### src/rtl/acp_pkg.sv
// Package of constants for the converter control-pin logic
package acp_pkg;
    localparam int unsigned WORD_BITS   = 24;
    localparam int unsigned CNT_W       = 5;
    localparam int unsigned AUX1_POS    = 4;
    localparam int unsigned AUX0_POS    = 3;
    localparam int unsigned CMD_BITS    = 8;
    // Master clock nominal rates in kHz
    localparam int unsigned MCLK_LO_KHZ  = 1024;
    localparam int unsigned MCLK_HI_KHZ  = 2458;
    localparam int unsigned SYS_CLK_MHZ  = 100;
    localparam int unsigned SYS_CLK_KHZ  = SYS_CLK_MHZ * 1000;
    // Period of the slowest nominal master clock, in system cycles
    localparam int unsigned MCLK_TMO_CYC = SYS_CLK_KHZ / MCLK_LO_KHZ;
    // Shortest undoubled master period, in system cycles
    localparam int unsigned MCLK_MIN_PER = SYS_CLK_KHZ / 5000;
    localparam logic [1:0] PAIR_PSEUDO  = 2'h0;
    localparam logic [1:0] PAIR_DIFF    = 2'h1;
    localparam logic [2:0] CH_DIFF_MAX  = 3'h2;
    localparam logic [2:0] CH_PSEUDO_MAX = 3'h4;
    localparam logic [2:0] CH_GAIN_CAL  = 3'h5;
    localparam logic [7:0] SEL_RESET    = 8'h00;

    typedef enum logic [1:0] {
        ACP_IDLE = 2'h0,
        ACP_CMD  = 2'h1,
        ACP_READ = 2'h2
    } acp_state_e;
endpackage

### src/rtl/acp_ctrl.sv
// Control-pin logic: select, reset exit, aux status capture, data ready, input mux
module acp_ctrl
    import acp_pkg::*;
(
    // System
    input  wire logic                  i_sys_clk,
    input  wire logic                  i_rst_n,
    // Master clock and its rate select
    input  wire logic                  i_master_clock_in,
    input  wire logic                  i_clock_double_sel,
    // Serial port
    input  wire logic                  i_cs_n,
    input  wire logic                  i_sclk,
    input  wire logic                  i_din,
    output logic                       o_dout,
    output logic                       o_dout_oe,
    // Auxiliary status pins
    input  wire logic                  i_aux_status_in1,
    input  wire logic                  i_aux_status_in0,
    // Conversion result
    input  wire logic                  i_word_valid,
    input  wire logic [WORD_BITS-1:0]  i_word,
    output logic                       o_data_ready_n,
    // Input switch control
    input  wire logic                  i_pair_mode,
    input  wire logic                  i_auto_seq,
    input  wire logic                  i_gain_cal_used,
    input  wire logic                  i_seq_step,
    output logic [2:0]                 o_channel,
    output logic [2:0]                 o_pos_sel,
    output logic [2:0]                 o_neg_sel,
    output logic                       o_gain_cal_sel,
    // Status
    output logic                       o_in_reset,
    output logic                       o_clock_rate_err
);
    // Two-flop reset release
    logic [1:0] rst_sync_reg;
    logic       rst_run_n;
    always_ff @(posedge i_sys_clk or negedge i_rst_n)
    begin
        if (!i_rst_n)
            rst_sync_reg <= 2'h0;
        else
            rst_sync_reg <= {rst_sync_reg[0], 1'b1};
    end

    // Pin synchronisers: first flop feeds only the second
    logic [1:0] mclk_s_reg, cs_s_reg, sclk_s_reg, din_s_reg, a1_s_reg, a0_s_reg;
    always_ff @(posedge i_sys_clk or negedge i_rst_n)
    begin
        if (!i_rst_n)
        begin
            mclk_s_reg <= 2'h0;
            cs_s_reg   <= 2'h3;
            sclk_s_reg <= 2'h3;
            din_s_reg  <= 2'h0;
            a1_s_reg   <= 2'h0;
            a0_s_reg   <= 2'h0;
        end
        else
        begin
            mclk_s_reg <= {mclk_s_reg[0], i_master_clock_in};
            cs_s_reg   <= {cs_s_reg[0], i_cs_n};
            sclk_s_reg <= {sclk_s_reg[0], i_sclk};
            din_s_reg  <= {din_s_reg[0], i_din};
            a1_s_reg   <= {a1_s_reg[0], i_aux_status_in1};
            a0_s_reg   <= {a0_s_reg[0], i_aux_status_in0};
        end
    end

    // Master clock activity and rate watch
    logic        mclk_d_reg, mclk_d_next;
    logic        mclk_ok_reg, mclk_ok_next;
    logic [15:0] mclk_cnt_reg, mclk_cnt_next;
    logic        rate_err_reg, rate_err_next;
    logic        mclk_edge;
    logic [15:0] half_min;
    always_comb
    begin
        mclk_d_next   = mclk_s_reg[1];
        mclk_edge     = mclk_s_reg[1] & ~mclk_d_reg;
        // Fastest undoubled rate: a full period must exceed this count
        half_min      = i_clock_double_sel ? 16'h0000 : 16'(MCLK_MIN_PER);
        mclk_cnt_next = mclk_cnt_reg;
        mclk_ok_next  = mclk_ok_reg;
        rate_err_next = rate_err_reg;
        if (mclk_edge)
        begin
            mclk_cnt_next = 16'h0000;
            mclk_ok_next  = 1'b1;
            rate_err_next = mclk_cnt_reg < half_min;
        end
        else if (mclk_cnt_reg >= 16'(MCLK_TMO_CYC * 2))
            mclk_ok_next = 1'b0;
        else
            mclk_cnt_next = mclk_cnt_reg + 16'h0001;
    end
    always_ff @(posedge i_sys_clk or negedge i_rst_n)
    begin
        if (!i_rst_n)
        begin
            mclk_d_reg   <= 1'b0;
            mclk_cnt_reg <= 16'h0000;
            mclk_ok_reg  <= 1'b0;
            rate_err_reg <= 1'b0;
        end
        else
        begin
            mclk_d_reg   <= mclk_d_next;
            mclk_cnt_reg <= mclk_cnt_next;
            mclk_ok_reg  <= mclk_ok_next;
            rate_err_reg <= rate_err_next;
        end
    end

    // Run only with reset released and master clock toggling
    assign rst_run_n        = rst_sync_reg[1] & mclk_ok_reg;
    assign o_in_reset       = ~rst_run_n;
    assign o_clock_rate_err = rate_err_reg;

    // Serial engine
    acp_state_e             st_reg, st_next;
    logic                   sclk_d_reg, cs_d_reg;
    logic [CNT_W-1:0]       cnt_reg, cnt_next;
    logic [CMD_BITS-1:0]    cmd_reg, cmd_next;
    logic [WORD_BITS-1:0]   sh_reg, sh_next;
    logic [WORD_BITS-1:0]   word_reg, word_next;
    logic                   rdy_n_reg, rdy_n_next;
    logic                   dout_reg, dout_next;
    logic                   sel, fall, rise, cs_fall;
    always_comb
    begin
        sel        = ~cs_s_reg[1];
        fall       = sclk_d_reg & ~sclk_s_reg[1];
        rise       = ~sclk_d_reg & sclk_s_reg[1];
        cs_fall    = cs_d_reg & ~cs_s_reg[1];
        st_next    = st_reg;
        cnt_next   = cnt_reg;
        cmd_next   = cmd_reg;
        sh_next    = sh_reg;
        word_next  = word_reg;
        rdy_n_next = rdy_n_reg;
        dout_next  = dout_reg;
        if (i_word_valid)
        begin
            word_next  = i_word;
            rdy_n_next = 1'b0;
        end
        if (!sel)
            st_next = ACP_IDLE;
        else if (cs_fall)
        begin
            st_next  = ACP_CMD;
            cnt_next = '0;
        end
        else
        begin
            case (st_reg)
                ACP_IDLE:
                begin
                    // Select held low: next rising edge starts a command (3-wire)
                    if (rise)
                    begin
                        st_next  = ACP_CMD;
                        cmd_next = {cmd_reg[CMD_BITS-2:0], din_s_reg[1]};
                        cnt_next = CNT_W'(1);
                    end
                end
                ACP_CMD:
                begin
                    if (rise)
                    begin
                        cmd_next = {cmd_reg[CMD_BITS-2:0], din_s_reg[1]};
                        cnt_next = cnt_reg + CNT_W'(1);
                        if (cnt_reg == CNT_W'(CMD_BITS - 1))
                        begin
                            cnt_next = '0;
                            // Command LSB high requests a data read
                            st_next  = din_s_reg[1] ? ACP_READ : ACP_IDLE;
                        end
                    end
                end
                ACP_READ:
                begin
                    if (fall)
                    begin
                        if (cnt_reg == '0)
                        begin
                            // Aux pins latched on first falling edge
                            sh_next = word_reg;
                            sh_next[AUX1_POS] = a1_s_reg[1];
                            sh_next[AUX0_POS] = a0_s_reg[1];
                            dout_next = sh_next[WORD_BITS-1];
                        end
                        else
                            dout_next = sh_reg[WORD_BITS-1-int'(cnt_reg)];
                    end
                    if (rise)
                    begin
                        cnt_next = cnt_reg + CNT_W'(1);
                        if (cnt_reg == CNT_W'(WORD_BITS - 1))
                        begin
                            st_next  = ACP_IDLE;
                            cnt_next = '0;
                            if (!i_word_valid)
                                rdy_n_next = 1'b1;
                        end
                    end
                end
                default: st_next = ACP_IDLE;
            endcase
        end
    end
    always_ff @(posedge i_sys_clk or negedge i_rst_n)
    begin
        if (!i_rst_n)
        begin
            st_reg     <= ACP_IDLE;
            sclk_d_reg <= 1'b1;
            cs_d_reg   <= 1'b1;
            cnt_reg    <= '0;
            cmd_reg    <= '0;
            sh_reg     <= '0;
            word_reg   <= '0;
            rdy_n_reg  <= 1'b1;
            dout_reg   <= 1'b0;
        end
        else if (!rst_run_n)
        begin
            st_reg     <= ACP_IDLE;
            sclk_d_reg <= sclk_s_reg[1];
            cs_d_reg   <= cs_s_reg[1];
            cnt_reg    <= '0;
            cmd_reg    <= '0;
            sh_reg     <= '0;
            word_reg   <= '0;
            rdy_n_reg  <= 1'b1;
            dout_reg   <= 1'b0;
        end
        else
        begin
            st_reg     <= st_next;
            sclk_d_reg <= sclk_s_reg[1];
            cs_d_reg   <= cs_s_reg[1];
            cnt_reg    <= cnt_next;
            cmd_reg    <= cmd_next;
            sh_reg     <= sh_next;
            word_reg   <= word_next;
            rdy_n_reg  <= rdy_n_next;
            dout_reg   <= dout_next;
        end
    end
    assign o_dout         = dout_reg;
    assign o_dout_oe      = (st_reg == ACP_READ) & sel;
    assign o_data_ready_n = rdy_n_reg;

    // Input switch: channel index walks on each step in auto-sequence
    logic [2:0] ch_reg, ch_next;
    logic [2:0] ch_max;
    always_comb
    begin
        ch_max  = (i_pair_mode == PAIR_DIFF[0]) ? CH_DIFF_MAX : CH_PSEUDO_MAX;
        ch_next = ch_reg;
        if (i_auto_seq && i_seq_step)
        begin
            if (ch_reg == ch_max && !i_gain_cal_used)
                ch_next = CH_GAIN_CAL;
            else if (ch_reg >= ch_max)
                ch_next = 3'h0;
            else
                ch_next = ch_reg + 3'h1;
        end
    end
    always_ff @(posedge i_sys_clk or negedge i_rst_n)
    begin
        if (!i_rst_n)
            ch_reg <= 3'h0;
        else if (!rst_run_n)
            ch_reg <= 3'h0;
        else
            ch_reg <= ch_next;
    end
    // Pins coded 0..5 for analog_in_1..analog_in_5 and analog_common_in
    always_comb
    begin
        o_channel      = ch_reg;
        o_gain_cal_sel = (ch_reg == CH_GAIN_CAL);
        if (o_gain_cal_sel)
        begin
            o_pos_sel = 3'h0;
            o_neg_sel = 3'h0;
        end
        else if (i_pair_mode == PAIR_DIFF[0])
        begin
            o_pos_sel = 3'(ch_reg * 2);
            o_neg_sel = 3'(ch_reg * 2 + 1);
        end
        else
        begin
            o_pos_sel = ch_reg;
            o_neg_sel = 3'h5;
        end
    end
endmodule

### config.mk
export PLATFORM = sky130hd
export DESIGN_NAME = acp_ctrl
export DESIGN_NICKNAME = d
export VERILOG_FILES = /design/src/rtl/acp_pkg.sv /design/src/rtl/acp_ctrl.sv
export SDC_FILE = /design/constraint.sdc
export NUM_CORES = 1
export LEC_CHECK = 0
export ABC_AREA = 1
export BUFFER_PORTS_ARGS = -buffer_cell sky130_fd_sc_hd__buf_2
export CORE_MARGIN = 2
export CORE_UTILIZATION = 40
export DETAILED_ROUTE_END_ITERATION = 8
export SYNTH_ARGS = -nofsm -noshare
export SYNTH_HDL_FRONTEND = slang
export SYNTH_SLANG_ARGS = --single-unit
### constraint.sdc
create_clock -name i_sys_clk -period 3.3 [get_ports i_sys_clk]
set_clock_uncertainty 0.1 [all_clocks]
set_input_delay 0.33 -clock i_sys_clk [delete_from_list [all_inputs] [get_ports i_sys_clk]]
set_output_delay 0.33 -clock i_sys_clk [all_outputs]
set_load 0.05 [all_outputs]
* After elaboration in Yosys (flattened, before gate mapping)
Index checks and enable logic that the tools add are counted.
** Storage, ports and cells
- Output and inout port bits :: 15
- Logic and storage cells :: 130
- Register bits after elaboration :: 95
- Input bits :: 38
** Cells by class
- Reductions and logical operators :: 10
- $lt $le $gt $ge :: 4
- $add $sub $neg :: 5
- Bitwise operators :: 11
- Multiplexer cells :: 57
- Equal/unequal tests :: 23
** Operators with widths (count)
- two-way mux 24 bit :: 8
- two-way mux 5 bit :: 9
- less-than comparator 32 x 6 -> 1 bit, second input constant :: 1
- two-way mux 16 bit :: 2
- two-way mux 3 bit :: 9
- inequality test 5 bit, second input constant :: 5
- two-way mux 2 bit :: 9
- two-way mux 1 bit :: 17
- adder 16 x 1 -> 16 bit, second input constant :: 1
- >= comparator 16 x 8 -> 1 bit, second input constant :: 1
- less-than comparator 16 x 5 -> 1 bit :: 1
- case mux 5 bit (3 select lines) :: 1
- AND reduction 5 bit :: 3
- inequality test 4 bit, second input constant :: 3
- inequality test 2 x 1 -> 1 bit, second input constant :: 4
- inequality test 2 bit, second input constant :: 4
- adder 3 x 1 -> 3 bit, second input constant :: 2
- AND 1 bit :: 6
- case mux 2 bit (3 select lines) :: 1
- subtractor 5 x 5 -> 6 bit, first input constant :: 1
- adder 5 x 1 -> 5 bit, second input constant :: 1
- binary-select mux 1 bit (select 5 bit) :: 1
- == test 5 x 3 -> 1 bit, second input constant :: 1
- == test 5 bit, second input constant :: 1
- other kinds (13) :: 18

* Longest topological paths before layout
- Word-level depth :: 9
- Mapped depth :: 12
- Depth with buffers taken out :: 11

* Least setup slack after synthesis
Ideal clock, no wire load.
- Path kind :: reg-to-output
- From :: reg ch_reg[1] (netlist: o_channel[1])
- To :: out o_pos_sel[0]
- Cell stages (with the launch flop) :: 6
- Path buffers :: 0
- Slack :: -0.094 ns
- Arrival time :: 2.964 ns
- Data required time :: 2.870 ns
- Cell sequence :: dfrtp_1 -> inv_1 -> ha_1 -> nand2_1 -> inv_1 -> nor3_1
** Between the ends
- Word-level cells in the longest chain between the ends :: 2
** RTL lines
- start, declared :: line acp_ctrl.sv:259 : logic [2:0] ch_reg, ch_next;
- start signal, assigned :: line acp_ctrl.sv:282 : ch_reg <= ch_next;
- == test 3 bit :: line acp_ctrl.sv:288 : o_gain_cal_sel = (ch_reg == CH_GAIN_CAL);
- net o_gain_cal_sel :: line acp_ctrl.sv:32 : output logic o_gain_cal_sel,
- two-way mux 3 bit :: line acp_ctrl.sv:289 : if (o_gain_cal_sel)
- end, declared :: line acp_ctrl.sv:30 : output logic [2:0] o_pos_sel,
The timed path passes the listed nets, and every way through them passes these cells.

* Worst setup path after layout
- From :: reg ch_reg[1] (netlist: o_channel[1])
- To :: out o_pos_sel[1]
** Between the ends
- Word-level cells in the longest chain between the ends :: 2
- Elaborated cells between the ends (all ways) :: 3
- Classes of those cells :: eq/ne (1); mux (2)
** RTL lines (line)
- == test 3 bit / two-way mux 3 bit (equally long branches) :: acp_ctrl.sv:288, acp_ctrl.sv:294
- two-way mux 3 bit (*) :: acp_ctrl.sv:289
Every way passes the cells marked *; elsewhere a longest branch is shown, timed or not.

==> impl_metrics.tcl <==
set metrics [dict create \
    avgSynthCellArea_um2 8.60 \
    cts_max_path_buffers 2 \
    place_area_um2 4760 \
    timing.fmax_mhz 464 \
    reg2regPathDepth 8 \
    final_cells 711 \
    synth_xor_xnor_area_share_pct 0.998 \
    post-cts-setup-buffer-count 0 \
    grt_first_pass_wirelength_um 15300 \
    area_growth_pct 15.3 \
    drive_above_1_share_pct 16.6 \
    p_sw_share_pct 26.6 \
    synth-main-ff-cell "dfrtp_1" \
    r2r_slack_ns 1.25 \
    worstPathRequired_ns 2.87 \
    grt_pass1_vias 3444 \
    dr.pass1.iters 4 \
    tightest_slew_ns 0.815 \
    p_per_area_nw_per_um2 479 \
    port_buffers 50 \
    core-area_um2 10800 \
    drt-initial-drc-count 138 \
    dp_hpwl_um 6030 \
    die_h_um 109 \
    worstHoldPathCells 3 \
    syn-num-nets 561 \
    dieArea_um2 11800 \
    finalCritPeriodShare_pct 65.3 \
    cp_slowest_cell "dfrtp_1" \
    vias_per_cell 4.78 \
    path_class "reg -> out" \
    critPathTopFamily "buffers and inverters" \
    synthDistinctLibCells 39 \
    grt_usage_pct 16.3 \
    clock-sinks 93 \
    rsz0062_at_grt "no" \
    arrival_ns 1.72 \
    p_seq_share_pct 51.9 \
    cts_buffers 9 \
    p_switching_mw 0.645 \
    netlist_area_um2 4390 \
    nNetsFinal 617 \
    r2r-end "sh_reg[17]$_DFFE_PN0P_" \
    p_comb_share_pct 13.0 \
    die_x_um 109 \
    critPathMaxStageDelay_ns 0.40 \
    syn-instance-count 510 \
    antennaDiodeCount 0 \
    synth_compound_area_share_pct 13.1 \
    grt_antenna_before_repair 0 \
    critical_path.startpoint_type "flip-flop" \
    final_cell_mix "inv_1, dfrtp_1, nand2_1, o21ai_0, buf_2" \
    endpoint_kind "output pin" \
    wirelength_um 8660 \
    holdCritStartpoint "i_word[2]" \
    p_leak_nw 2.52 \
    largest_reg_flops 24 \
    crit_buf_inv 3 \
    drtAntennaViolNets 0 \
    cp_cell_sequence "inv_1, ha_1, nand2_1, inv_1, o22ai_1, buf_2" \
    synth_edf_count 0 \
    slew-limit-headroom_pct 45.7 \
    path_max_fanout 5 \
    yosysWarnings 0 \
    min_to "word_reg[2]$_DFFE_PN0P_" \
    hold_path_class "in -> reg" \
    clkPwrFrac_pct 35.1 \
    yosysSeqAreaShare_pct 53.3 \
    fp-row-count 38 \
    internal_power_mw 1.78 \
    slew_violations 0 \
    holdBufCountCts 7 \
    synth_top_family_by_area "simple AND/OR/NAND/NOR gates" \
    fin_tns_setup_ns 0 \
    crit_top_cell "inv_1" \
    cts_root_buf "clkbuf_8" \
    ys_seq_elements 93 \
    setup_viol 0 \
    wl_per_cell_um 12.2 \
    clk_latency_ns 0.36 \
    globalplace.congestion 0.807 \
    hold_viol_final 0 \
    grt_overflow_total 0 \
    rr_startpoint "st_reg[0]$_DFFE_PN0P_" \
    initial_utilization_pct 40.6 \
    placedCellCount 688 \
    period_needed_ns 2.15 \
    grt_max_degree 65 \
    vias 3402 \
    synth-simple-area-share_pct 18.5 \
    cts_resized 0 \
    htreeDepth 3 \
    final_cell_area_um2 5060 \
    ys_async_sr_fraction_pct 100 \
    drc_errors 0 \
    cts_tree "built" \
    synthAdderAreaFrac_pct 3.71 \
    synthMuxAreaShare_pct 0 \
    outcome "complete, no violations" \
    peakVddDrop_mv 0.262 \
    path_clk_slew_ns 0.09 \
    fillerInstances 1058 \
    io_pins 53 \
    maxCapViolations 0 \
]
[worst reg2reg max path, delay by kind of cell (launching register included)]
kind,cells,cell delay [ns]
buffers and inverters,3,0.45
AOI/OAI and AO/OA,2,0.47
DFF,1,0.39
and+or+nand+nor,2,0.31
adders and majority gates,1,0.21
[synthesized netlist by cell type (6+ instances only)]
cell type | n | area (um2)
nor3_1 | 6 | 30.0
nor2_1 | 39 | 146
inv_1 | 86 | 323
nand2_1 | 75 | 282
clkbuf_1 | 7 | 26.3
dfstp_2 | 7 | 184
ha_1 | 13 | 163
dfrtp_1 | 86 | 2150
a21oi_1 | 31 | 155
nand3_1 | 48 | 240
o21ai_0 | 54 | 270
o22ai_1 | 6 | 37.5
[layout make-up]
type / count / area (um2) / share of cell area (%)
clock buffers: 12 / 155 / 3.07
multi-input cells: 307 / 1600 / 31.7
clock inverters: 4 / 70.1 / 1.39
inverters: 91 / 344 / 6.81
well taps: 140 / 175 / 3.46
repair buffers: 64 / 375 / 7.42
flip-flops and latches: 93 / 2340 / 46.2
[routing by layer]
metal  vias up  GRT usage [%]  routed length (um)
met5         -              0                   0
met1      1613           21.8                4270
li1       1742              -                   -
met3         7           3.23                 236
met2        40           26.7                4050
met4         0           5.22                  92
[worst max-delay path by stage]
stage,startpoint,cells past startpoint,to,slack [ns]
floorplan,o_channel[1]$_DFFE_PN0P_,5,o_pos_sel[1],0.16
global placement,cnt_reg[1]$_DFFE_PN0P_,6,sh_reg[12]$_DFFE_PN0P_,1.29
detailed placement,cnt_reg[1]$_DFFE_PN0P_,6,sh_reg[17]$_DFFE_PN0P_,1.24
CTS,o_channel[1]$_DFFE_PN0P_,6,o_pos_sel[1],1.12
global route,o_channel[1]$_DFFE_PN0P_,6,o_pos_sel[1],1.01
finish,o_channel[1]$_DFFE_PN0P_,6,o_pos_sel[1],1.15
[through the flow]
step	power [mW]	setup slack (ns)	util, %	hold slack (ns)
after detailed placement	1.59	1.24	44.1	0.235
after CTS	2.46	1.12	46.8	0.0691
final	2.42	1.15	46.8	0.0910
after global routing	2.55	1.01	46.8	0.0833
after global placement	1.58	1.29	44.1	0.232
after floorplan	1.48	0.164	-	-0.0656
[power groups by stage]
stage	Sequential [mW]	Combinational, mW	Clock [mW]
final	1.26	0.314	0.851
after global placement	1.28	0.304	0
after CTS	1.26	0.319	0.882
after global routing	1.27	0.363	0.917
after floorplan	1.29	0.193	0
after detailed placement	1.28	0.313	0
[cells by family after synthesis]
family                   after synthesis
AO/OA/AOI/OAI                        105
other                                  1
AND/OR/NAND/NOR                      183
adder cells (fa/ha/maj)               13
XOR/XNOR                               5
flip-flops                            93
buffers and inverters                110
No activity file was read; power rests on OpenSTA's default activity.
